**src/verilog/laser_consts.svh**
```systemverilog
// register offsets, field positions, reset values and timing counts
`ifndef LASER_CONSTS_SVH
`define LASER_CONSTS_SVH

// controller register byte offsets
`define REG_CTRL 8'h00
`define REG_STAT 8'h04
`define REG_INT_STAT 8'h08
`define REG_INT_MASK 8'h0C

// control register fields
`define CTRL_ESTOP1 0
`define CTRL_ESTOP2 1
`define CTRL_ILOCK 2
`define CTRL_TRESET 3
`define CTRL_TAKEOVER 4
`define CTRL_DIODE_EN 5
`define CTRL_BEAM1 6
`define CTRL_BEAM2 7
`define CTRL_RESET 8'h07

// status register fields
`define STAT_ESTOP1 0
`define STAT_ESTOP2 1
`define STAT_EXT_OK 2
`define STAT_DIODE_ON 3
`define STAT_SHUT1 4
`define STAT_SHUT2 5

// interrupt event fields
`define EV_ESTOP 0
`define EV_DIODE_ON 1
`define EV_EXT_OK 2
`define EV_SHUT_CLOSE 3
`define EV_RESET 4'h0

// timing
`define CLK_HZ 10000000
`define DIODE_ON_MAX_S 5
`define DIODE_ON_CYC (`DIODE_ON_MAX_S * `CLK_HZ)

`endif

```
**src/verilog/laser_pkg.sv**
```systemverilog
// types and shared decode for the laser safety interlock
package laser_pkg;

  // diode supply sequence
  typedef enum logic [1:0] {
    DIODE_OFF = 2'b00,
    DIODE_RAMP = 2'b01,
    DIODE_ON = 2'b10
  } diode_state_t;

  // true when every used pair was seen open and is now closed
  function automatic logic rearm_ok(input logic [3:0] seen_open,
                                    input logic [3:0] closed,
                                    input logic [3:0] used);
    rearm_ok = (&(seen_open | ~used)) & (&(closed | ~used));
  endfunction : rearm_ok

endpackage : laser_pkg

```
**src/verilog/laser_link_if.sv**
```systemverilog
// contact-level link between the laser unit and its safety controller
`timescale 1ns/10ps
interface laser_link_if;
  // controller to unit, 1 = contact closed
  logic [3:0] estop_pair_closed; // pairs 0,1 channel one; 2,3 channel two
  logic [1:0] ilock_pair_closed; // external interlock pairs
  logic trouble_reset; // reset request contact
  logic takeover; // external control takeover
  logic diode_enable; // diode supply request
  logic [1:0] beam_select; // beam one, beam two
  // unit to controller, 1 = contact closed
  logic [1:0] estop_status_closed; // dual stop status contacts
  logic ext_input_ok; // external input acceptable
  logic diode_on; // diode on status
  logic [1:0] shutter_open; // shutter open contacts

  modport unit (
    input estop_pair_closed, ilock_pair_closed, trouble_reset, takeover,
    input diode_enable, beam_select,
    output estop_status_closed, ext_input_ok, diode_on, shutter_open
  );

  modport controller (
    output estop_pair_closed, ilock_pair_closed, trouble_reset, takeover,
    output diode_enable, beam_select,
    input estop_status_closed, ext_input_ok, diode_on, shutter_open
  );
endinterface : laser_link_if

```
**src/verilog/contact_sync.sv**
```systemverilog
// two-stage synchroniser for a vector of contact levels
`timescale 1ns/10ps
module contact_sync #(
  parameter int WIDTH = 1
) (
  input wire logic clk_in,
  input wire logic rst_in,
  input wire logic [WIDTH-1:0] raw_in,
  input wire logic [WIDTH-1:0] rst_val_in,
  output logic [WIDTH-1:0] sync_out
);
  logic [WIDTH-1:0] meta_q; // first stage, read only by second stage
  logic [WIDTH-1:0] hold_q; // second stage, stored relative to reset value

  // both stages reset to zero; levels are kept folded with the reset value
  always_ff @(posedge clk_in or posedge rst_in)
  begin
    if (rst_in)
    begin
      meta_q <= '0;
      hold_q <= '0;
    end
    else
    begin
      meta_q <= raw_in ^ rst_val_in;
      hold_q <= meta_q;
    end
  end

  // unfold: reset shows rst_val_in, running shows the true level
  assign sync_out = hold_q ^ rst_val_in;
endmodule : contact_sync

```
**src/verilog/laser_unit_end.sv**
```systemverilog
// laser unit safety logic: stop latch, interlock latch, diode and shutters
//
// Design decisions made in the controller end and the constants header: the APB interface to the registers and the address map.
`timescale 1ns/10ps
`include "laser_consts.svh"

// Functional notes
// - channel one pair open latches stop
// - channel two pair open latches stop
// - stop clears after all pairs cycled, reset
// - interlock pair one open closes shutter
// - interlock pair two open closes shutter
// - interlock clears after both cycled, reset
// - stop opens status contact one
// - stop opens status contact two
// - controller moves both channel pairs together
// - controller safety relay clears the stop
// - takeover gives external-input-acceptable status
// - diode enable: power, status within five seconds
// - diode status waits for warm module
// - beam select opens shutter, lights lamp
// - no-shutter variant: beam one always selected
module laser_unit_end
  import laser_pkg::*;
#(
  parameter int unsigned DIODE_DELAY_CYC = `DIODE_ON_CYC
) (
  input wire logic clk_in,
  input wire logic rst_in,
  laser_link_if.unit link,
  input wire logic module_warm_in,
  input wire logic no_shutter_in,
  output logic laser_diode_source_out,
  output logic [1:0] shutter_drive_out,
  output logic [1:0] shutter_lamp_out,
  output logic estop_active_out,
  output logic ilock_active_out
);
  // synchronised link inputs, 1 = closed
  logic [3:0] estop_closed; // four stop pairs
  logic [1:0] ilock_closed; // two interlock pairs
  logic [5:0] misc_sync; // reset, takeover, diode, beams, warm
  logic strap_sync; // no-shutter strap
  logic treset; // trouble reset level
  logic takeover; // control takeover level
  logic diode_req; // diode enable level
  logic [1:0] beam_req; // beam select levels
  logic warm; // module at temperature

  // stop and interlock state
  logic estop_q; // latched emergency stop
  logic ilock_q; // latched interlock
  logic [3:0] estop_seen_q; // stop pairs seen open since latch
  logic [1:0] ilock_seen_q; // interlock pairs seen open since latch
  logic treset_q; // previous trouble reset level
  logic treset_rise; // trouble reset edge
  logic variant_q; // captured no-shutter strap

  // diode sequence
  diode_state_t diode_st_q; // supply state
  diode_state_t diode_st_d; // next supply state
  logic [25:0] ramp_cnt_q; // power-up delay counter
  logic ramp_done; // delay elapsed

  // beam selection after variant override
  logic [1:0] beam_eff;

  // stop pairs synchronised; reset value closed so nothing latches falsely
  contact_sync #(
    .WIDTH(4)
  ) u_sync_estop (
    .clk_in(clk_in),
    .rst_in(rst_in),
    .raw_in(link.estop_pair_closed),
    .rst_val_in(4'hF),
    .sync_out(estop_closed)
  );

  // interlock pairs synchronised the same way
  contact_sync #(
    .WIDTH(2)
  ) u_sync_ilock (
    .clk_in(clk_in),
    .rst_in(rst_in),
    .raw_in(link.ilock_pair_closed),
    .rst_val_in(2'h3),
    .sync_out(ilock_closed)
  );

  // remaining levels, including the warm-up sensor
  contact_sync #(
    .WIDTH(6)
  ) u_sync_misc (
    .clk_in(clk_in),
    .rst_in(rst_in),
    .raw_in({module_warm_in, link.beam_select, link.diode_enable,
             link.takeover, link.trouble_reset}),
    .rst_val_in(6'h00),
    .sync_out(misc_sync)
  );

  // variant strap, synchronised and registered every cycle, so variant_q follows the strap
  contact_sync #(
    .WIDTH(1)
  ) u_sync_strap (
    .clk_in(clk_in),
    .rst_in(rst_in),
    .raw_in(no_shutter_in),
    .rst_val_in(1'h0),
    .sync_out(strap_sync)
  );

  // unpack synchronised levels
  assign treset = misc_sync[0];
  assign takeover = misc_sync[1];
  assign diode_req = misc_sync[2];
  assign beam_req = misc_sync[4:3];
  assign warm = misc_sync[5];
  assign treset_rise = treset & ~treset_q;

  // trouble reset edge detector and strap capture
  always_ff @(posedge clk_in or posedge rst_in)
  begin
    if (rst_in)
    begin
      treset_q <= 1'b0;
      variant_q <= 1'b0;
    end
    else
    begin
      treset_q <= treset;
      variant_q <= strap_sync;
    end
  end

  // emergency stop latch with per-pair re-arm tracking
  always_ff @(posedge clk_in or posedge rst_in)
  begin
    if (rst_in)
    begin
      estop_q <= 1'b0;
      estop_seen_q <= 4'h0;
    end
    else if (!(&estop_closed))
    begin
      estop_q <= 1'b1;
      estop_seen_q <= estop_seen_q | ~estop_closed;
    end
    else if (estop_q && treset_rise &&
             rearm_ok(estop_seen_q, estop_closed, 4'hF))
    begin
      estop_q <= 1'b0;
      estop_seen_q <= 4'h0;
    end
  end

  // interlock latch with per-pair re-arm tracking
  always_ff @(posedge clk_in or posedge rst_in)
  begin
    if (rst_in)
    begin
      ilock_q <= 1'b0;
      ilock_seen_q <= 2'h0;
    end
    else if (!(&ilock_closed))
    begin
      ilock_q <= 1'b1;
      ilock_seen_q <= ilock_seen_q | ~ilock_closed;
    end
    else if (ilock_q && treset_rise &&
             rearm_ok({2'h3, ilock_seen_q}, {2'h3, ilock_closed}, 4'h3))
    begin
      ilock_q <= 1'b0;
      ilock_seen_q <= 2'h0;
    end
  end

  // diode next state
  always_comb
  begin
    diode_st_d = diode_st_q;
    unique case (diode_st_q)
      DIODE_OFF:
      begin
        // power only under external control and no stop
        if (takeover && diode_req && !estop_q && !(&estop_closed) == 1'b0)
          diode_st_d = DIODE_RAMP;
      end
      DIODE_RAMP:
      begin
        if (!diode_req || !takeover || estop_q)
          diode_st_d = DIODE_OFF;
        else if (ramp_done && warm)
          diode_st_d = DIODE_ON;
      end
      DIODE_ON:
      begin
        // any stop or withdrawn request drops supply
        if (!diode_req || !takeover || estop_q)
          diode_st_d = DIODE_OFF;
      end
      default:
      begin
        diode_st_d = DIODE_OFF;
      end
    endcase
  end

  assign ramp_done = (ramp_cnt_q >= 26'(DIODE_DELAY_CYC - 1));

  // diode state and power-up counter
  always_ff @(posedge clk_in or posedge rst_in)
  begin
    if (rst_in)
    begin
      diode_st_q <= DIODE_OFF;
      ramp_cnt_q <= 26'h0000000;
    end
    else
    begin
      diode_st_q <= diode_st_d;
      // counter runs only while ramping, saturates
      if (diode_st_q != DIODE_RAMP)
        ramp_cnt_q <= 26'h0000000;
      else if (!ramp_done)
        ramp_cnt_q <= ramp_cnt_q + 26'h0000001;
    end
  end

  assign beam_eff = {beam_req[1], beam_req[0] | variant_q};

  // outputs towards the laser hardware and the link
  always_ff @(posedge clk_in or posedge rst_in)
  begin
    if (rst_in)
    begin
      laser_diode_source_out <= 1'b0;
      shutter_drive_out <= 2'h0;
      shutter_lamp_out <= 2'h0;
      estop_active_out <= 1'b0;
      ilock_active_out <= 1'b0;
      link.estop_status_closed <= 2'h3;
      link.ext_input_ok <= 1'b0;
      link.diode_on <= 1'b0;
      link.shutter_open <= 2'h0;
    end
    else
    begin
      laser_diode_source_out <= (diode_st_d != DIODE_OFF) && !estop_q &&
                                (&estop_closed);
      shutter_drive_out <= (takeover && !estop_q && !ilock_q &&
                            (&estop_closed) && (&ilock_closed)) ? beam_eff : 2'h0;
      shutter_lamp_out <= (takeover && !estop_q && !ilock_q &&
                           (&estop_closed) && (&ilock_closed)) ? beam_eff : 2'h0;
      link.shutter_open <= (takeover && !estop_q && !ilock_q &&
                            (&estop_closed) && (&ilock_closed)) ? beam_eff : 2'h0;
      estop_active_out <= estop_q;
      ilock_active_out <= ilock_q;
      link.estop_status_closed <= {2{!estop_q && (&estop_closed)}};
      link.ext_input_ok <= takeover;
      link.diode_on <= (diode_st_d == DIODE_ON);
    end
  end
endmodule : laser_unit_end

```
**src/flat_wrapper.sv**
```systemverilog
// flat-port wrapper written by rule: the top's interface ports become plain ports
module laser_unit_end_flat import laser_pkg::*;
#(
  parameter int unsigned DIODE_DELAY_CYC = `DIODE_ON_CYC
)
  (clk_in, rst_in, module_warm_in, no_shutter_in, laser_diode_source_out, shutter_drive_out, shutter_lamp_out, estop_active_out, ilock_active_out, link_estop_pair_closed, link_ilock_pair_closed, link_trouble_reset, link_takeover, link_diode_enable, link_beam_select, link_estop_status_closed, link_ext_input_ok, link_diode_on, link_shutter_open);
  laser_link_if link_i ();
  input wire logic clk_in;
  input wire logic rst_in;
  input wire logic module_warm_in;
  input wire logic no_shutter_in;
  output logic laser_diode_source_out;
  output logic [1:0] shutter_drive_out;
  output logic [1:0] shutter_lamp_out;
  output logic estop_active_out;
  output logic ilock_active_out;
  input wire logic [$bits(link_i.estop_pair_closed)-1:0] link_estop_pair_closed;
  input wire logic [$bits(link_i.ilock_pair_closed)-1:0] link_ilock_pair_closed;
  input wire logic [$bits(link_i.trouble_reset)-1:0] link_trouble_reset;
  input wire logic [$bits(link_i.takeover)-1:0] link_takeover;
  input wire logic [$bits(link_i.diode_enable)-1:0] link_diode_enable;
  input wire logic [$bits(link_i.beam_select)-1:0] link_beam_select;
  output wire logic [$bits(link_i.estop_status_closed)-1:0] link_estop_status_closed;
  output wire logic [$bits(link_i.ext_input_ok)-1:0] link_ext_input_ok;
  output wire logic [$bits(link_i.diode_on)-1:0] link_diode_on;
  output wire logic [$bits(link_i.shutter_open)-1:0] link_shutter_open;
  assign link_i.estop_pair_closed = link_estop_pair_closed;
  assign link_i.ilock_pair_closed = link_ilock_pair_closed;
  assign link_i.trouble_reset = link_trouble_reset;
  assign link_i.takeover = link_takeover;
  assign link_i.diode_enable = link_diode_enable;
  assign link_i.beam_select = link_beam_select;
  assign link_estop_status_closed = link_i.estop_status_closed;
  assign link_ext_input_ok = link_i.ext_input_ok;
  assign link_diode_on = link_i.diode_on;
  assign link_shutter_open = link_i.shutter_open;
  laser_unit_end #(.DIODE_DELAY_CYC(DIODE_DELAY_CYC)) u_core (.clk_in(clk_in), .rst_in(rst_in), .link(link_i), .module_warm_in(module_warm_in), .no_shutter_in(no_shutter_in), .laser_diode_source_out(laser_diode_source_out), .shutter_drive_out(shutter_drive_out), .shutter_lamp_out(shutter_lamp_out), .estop_active_out(estop_active_out), .ilock_active_out(ilock_active_out));
endmodule
```
**config.mk**
```make
export PLATFORM = sky130hd
export DESIGN_NAME = laser_unit_end_flat
export DESIGN_NICKNAME = d
export VERILOG_FILES = /design/src/verilog/laser_pkg.sv /design/src/verilog/laser_link_if.sv /design/src/verilog/contact_sync.sv /design/src/verilog/laser_unit_end.sv /design/src/flat_wrapper.sv
export VERILOG_INCLUDE_DIRS = /design/src /design/src/verilog
export SDC_FILE = /design/constraint.sdc
export NUM_CORES = 1
export LEC_CHECK = 0
export ABC_AREA = 1
export BUFFER_PORTS_ARGS = -buffer_cell sky130_fd_sc_hd__buf_2
export CAP_MARGIN = 15
export CORE_AREA = 2 2 89 91
export CTS_BUF_LIST = sky130_fd_sc_hd__clkbuf_4 sky130_fd_sc_hd__clkbuf_8
export CTS_CLUSTER_DIAMETER = 200
export DETAILED_ROUTE_END_ITERATION = 8
export DIE_AREA = 0 0 91 93
export HOLD_SLACK_MARGIN = 0.12
export PLACE_DENSITY = 0.7
export SLEW_MARGIN = 5
export SYNTH_ARGS = -nofsm -noshare
export SYNTH_HDL_FRONTEND = slang
export SYNTH_SLANG_ARGS = --single-unit
```
**constraint.sdc**
```tcl
create_clock -name clk_in -period 2.7 [get_ports clk_in]
set_input_delay 0.135 -clock clk_in [delete_from_list [all_inputs] [get_ports clk_in]]
set_output_delay 0.135 -clock clk_in [all_outputs]
set_load 0.005 [all_outputs]
```
==> impl_metrics.json <==
{
  "outcome": "finished clean",
  "wl_per_cell_um": 12.82,
  "ctsRootBufferMaster": "clkbuf_8",
  "fillCellCount": 731,
  "yosysWarnings": 0,
  "slew_violations": 0,
  "multiInputGateArea_sq_um": 1196,
  "vdd_drop_max_v": 0.0004584,
  "first_pass_iters": 4,
  "max_freq_mhz": 517.5,
  "power.density_nw_per_um2": 560.3,
  "min_period_over_period": 0.7157,
  "dpl.hpwl_um": 4682,
  "diodes": 0,
  "drc": 0,
  "routed_wirelength_um": 6677,
  "drv_cap": 0,
  "holdPathStages": 0,
  "rr_worst_depth": 11,
  "gr-total-overflow": 0,
  "whs_endpoint": "u_core.u_sync_ilock.hold_q[0]$_DFF_PP0_",
  "start_util": 0.4372,
  "grt_pass1_vias": 2487,
  "grt.total_usage": 0.1717,
  "placed_cells": 491,
  "combPwrFrac": 0.028,
  "antenna_found_initial": 0,
  "final_antenna_net_count": 0,
  "timing.rr.start": "u_core.ramp_cnt_q[0]$_DFFE_PP0P_",
  "cts_buffer_depth": 2,
  "grt_pass1_wl_um": 11380,
  "path_class": "reg2reg",
  "yosysSeqAreaShare": 0.5479,
  "final.setup.tns_ns": 0,
  "pwr-share-seq": 0.513,
  "leakage_nw": 1.791,
  "vias": 2570,
  "finClkSkew_ns": 0.01467,
  "synth_area_sq_um": 3291,
  "crit_slowest_cell": "dfrtp_1",
  "r2r_end": "u_core.ramp_cnt_q[13]$_DFFE_PP0P_",
  "synthTopCellsByArea": "dfrtp_1 (54%), nand2_1 (8.0%), inv_1 (5.7%)",
  "final-instance-count-excl-fill": 521,
  "internal_power_mw": 1.675,
  "power_frac_clock": 0.459,
  "final_hold_viol_count": 0,
  "arrival_ns": 2.16,
  "dieArea_sq_um": 8463,
  "cts_buffers": 9,
  "fp.dieH_um": 93,
  "syn_inst": 370,
  "post_synth.cell_area_avg_sq_um": 8.894,
  "core_sq_um": 7527,
  "place.gp.congestion": 0.9411,
  "worst-path-max-fanout": 16,
  "p_switching_mw": 0.4955,
  "cp-start-kind": "flop",
  "ys_ff_latch": 72,
  "die_w_um": 91,
  "drtIter0Drc": 120,
  "reg2reg_setup_slack_ns": 0.77,
  "min_from": "u_core.u_sync_ilock.meta_q[0]$_DFF_PP0_",
  "ys_types": 31,
  "rows": 32,
  "ios": 28,
  "period_needed_ns": 1.932,
  "clock_sinks": 72,
  "synth_top_area_share": 0.5399,
  "viasPerCell": 4.933,
  "port_buffers": 27,
  "slowest_delay_ns": 0.42,
  "cts-htree-levels": 3,
  "path_cells": "ha_1, nand2_2, nor2_2, nand2_2, nand2_2, nand3_2, nand3_4, nand2_4, inv_2, nand2_1, o31ai_1",
  "crit_top_cell": "nand2_2",
  "layout.nets": 430,
  "fin_hold_ws_ns": 0.3538,
  "cts.clk_slew.worst_paths_ns": 0.09,
  "setup_viol_count_final": 0,
  "synth_nets": 386,
  "tightest_slew_ns": 0.5004,
  "netSwitchingFraction": 0.2283,
  "regArea_sq_um": 1803,
  "cp.required_ns": 2.92,
  "area_growth_pct": 17.72,
  "slew_headroom": 0.6638,
  "cp-end-kind": "flop",
  "cts_tree": "done",
  "grt_max_degree": 73,
  "drive_gt1_frac": 0.1981,
  "synth_area_leader_cell": "dfrtp_1",
  "rsz0062_at_grt": "no",
  "hp-class": "reg2reg",
  "postCtsSetupBuffers": 0,
  "clk_latency_ns": 0.35
}
-- state kept, by name (all words and copies together), names as in the netlist --
signal                           cells
u_core.ramp_cnt_q                   26
u_core.u_sync_misc.hold_q            6
u_core.u_sync_misc.meta_q            6
u_core.estop_seen_q                  4
u_core.u_sync_estop.hold_q           4
u_core.u_sync_estop.meta_q           4
u_core.diode_st_q                    2
u_core.ilock_seen_q                  2
u_core.link.shutter_open             2
u_core.u_sync_ilock.hold_q           2
u_core.u_sync_ilock.meta_q           2
u_core.estop_active_out              1
u_core.estop_q                       1
u_core.ilock_active_out              1
u_core.ilock_q                       1
u_core.laser_diode_source_out        1
u_core.link.diode_on                 1
u_core.link.estop_status_closed      1
u_core.link.ext_input_ok             1
u_core.treset_q                      1
u_core.u_sync_strap.hold_q           1
u_core.u_sync_strap.meta_q           1
u_core.variant_q                     1
-- logic make-up (layout without fill, tap and decap cells) --
group           count (synthesis)  after routing  synth area share
buf+inv                        66            115           0.08859
fa+ha+maj                       1              1          0.003802
flops                          72             72            0.5479
simple gates                  190            190            0.2741
xor+xnor                        7              7           0.01863
compound gates                 34             34           0.06692
-- power groups by stage --
stage,Clock (mW),Sequential [mW],Combinational (mW)
global route,1.07,1.12,0.0711
detailed placement,0,1.14,0.0472
CTS,1.03,1.11,0.0624
floorplan,0,1.13,0.0248
finish,0.996,1.11,0.0604
global placement,0,1.13,0.0460
-- layer usage --
metal / wire length [um] / global-route usage
met3: 268 / 0.04351
met2: 3281 / 0.2784
met5: 0 / 0
met4: 137 / 0.07828
met1: 2989 / 0.2179
-- area by class of cell --
| type | instances | area share |
|---|---|---|
| tap | 102 | 0.03295 |
| multi-input combinational | 232 | 0.3088 |
| clock inverter | 7 | 0.02842 |
| timing repair buffer | 43 | 0.07817 |
| sequential | 72 | 0.4654 |
| inverter | 56 | 0.05426 |
| clock buffer | 9 | 0.03198 |
-- layout by cell type (no fill, tap or decap), types with 2 or more instances in the layout --
| master | synthesis | layout |
|---|---|---|
| a21oi_1 | 8 | 8 |
| nor2_1 | 48 | 48 |
| buf_2 | 2 | 27 |
| nor3_2 | 6 | 6 |
| nand2_1 | 70 | 70 |
| o21ai_2 | 8 | 8 |
| bufinv_16 | 0 | 2 |
| nand2_2 | 5 | 5 |
| inv_1 | 50 | 49 |
| inv_2 | 6 | 7 |
| xor2_1 | 7 | 7 |
| nor2_2 | 6 | 6 |
| dfrtp_1 | 71 | 71 |
| o21ai_1 | 3 | 3 |
| o31ai_1 | 4 | 4 |
| inv_8 | 0 | 3 |
| clkbuf_8 | 0 | 9 |
| dlygate4sd3_1 | 0 | 14 |
| nand3_1 | 22 | 22 |
| o21ai_0 | 9 | 9 |
| nor4_1 | 2 | 2 |
| nor3_1 | 11 | 11 |
| nand4_1 | 14 | 14 |
-- cells in the mapped netlist (all sizes together) --
library cell / number
a21oi: 8
nor2: 55
ha: 1
inv: 56
a21boi: 1
nand3b: 1
dfrtp: 71
xor2: 7
nand3: 24
o2111ai: 1
o31ai: 4
nand4: 14
nor3: 17
nand2: 76
buf: 10
o21ai: 20
nor3b: 1
dfstp: 1
nor4: 2
-- critical path, delay by kind of cell, from the launching register on --
| family | cells | cell delay, ns |
|---|---|---|
| AOI/OAI and AO/OA | 1 | 0.06 |
| adders and majority gates | 1 | 0.28 |
| DFF | 1 | 0.42 |
| and+or+nand+nor | 8 | 0.95 |
| buffers and inverters | 1 | 0.10 |
-- how the worst max path moves through the flow --
stage	from	end	slack, ns	cells past startpoint
3_5_place_dp	u_core.ramp_cnt_q[0]$_DFFE_PP0P_	u_core.ramp_cnt_q[13]$_DFFE_PP0P_	0.76	11
5_1_grt	u_core.ramp_cnt_q[0]$_DFFE_PP0P_	u_core.ramp_cnt_q[13]$_DFFE_PP0P_	0.59	11
2_1_floorplan	rst_in	u_core.diode_st_q[0]$_DFF_PP0_	0.74	1
3_3_place_gp	u_core.ramp_cnt_q[0]$_DFFE_PP0P_	u_core.ramp_cnt_q[10]$_DFFE_PP0P_	0.82	11
6_report	u_core.ramp_cnt_q[0]$_DFFE_PP0P_	u_core.ramp_cnt_q[13]$_DFFE_PP0P_	0.77	11
4_1_cts	u_core.ramp_cnt_q[0]$_DFFE_PP0P_	u_core.ramp_cnt_q[13]$_DFFE_PP0P_	0.76	11
-- timing repair --
item | 4_1_cts | 5_1_grt
resized for setup | 0 | 0
endpoints found under the hold margin | 84 | 0
setup endpoints to repair | 0 | 0
hold buffers | 14 | 0
-- per-stage QoR --
stage | area, sq um | power (mW) | setup WS [ns] | utilization
floorplan | 3291 | 1.158 | 0.7417 | -
global placement | 3500 | 1.180 | 0.8182 | 0.4649
detailed placement | 3500 | 1.183 | 0.7592 | 0.4649
CTS | 3874 | 2.202 | 0.7618 | 0.5146
global route | 3874 | 2.259 | 0.5886 | 0.5146
finish | 3874 | 2.171 | 0.7677 | 0.5146
Note: power is estimated with default switching activity, not from simulation.
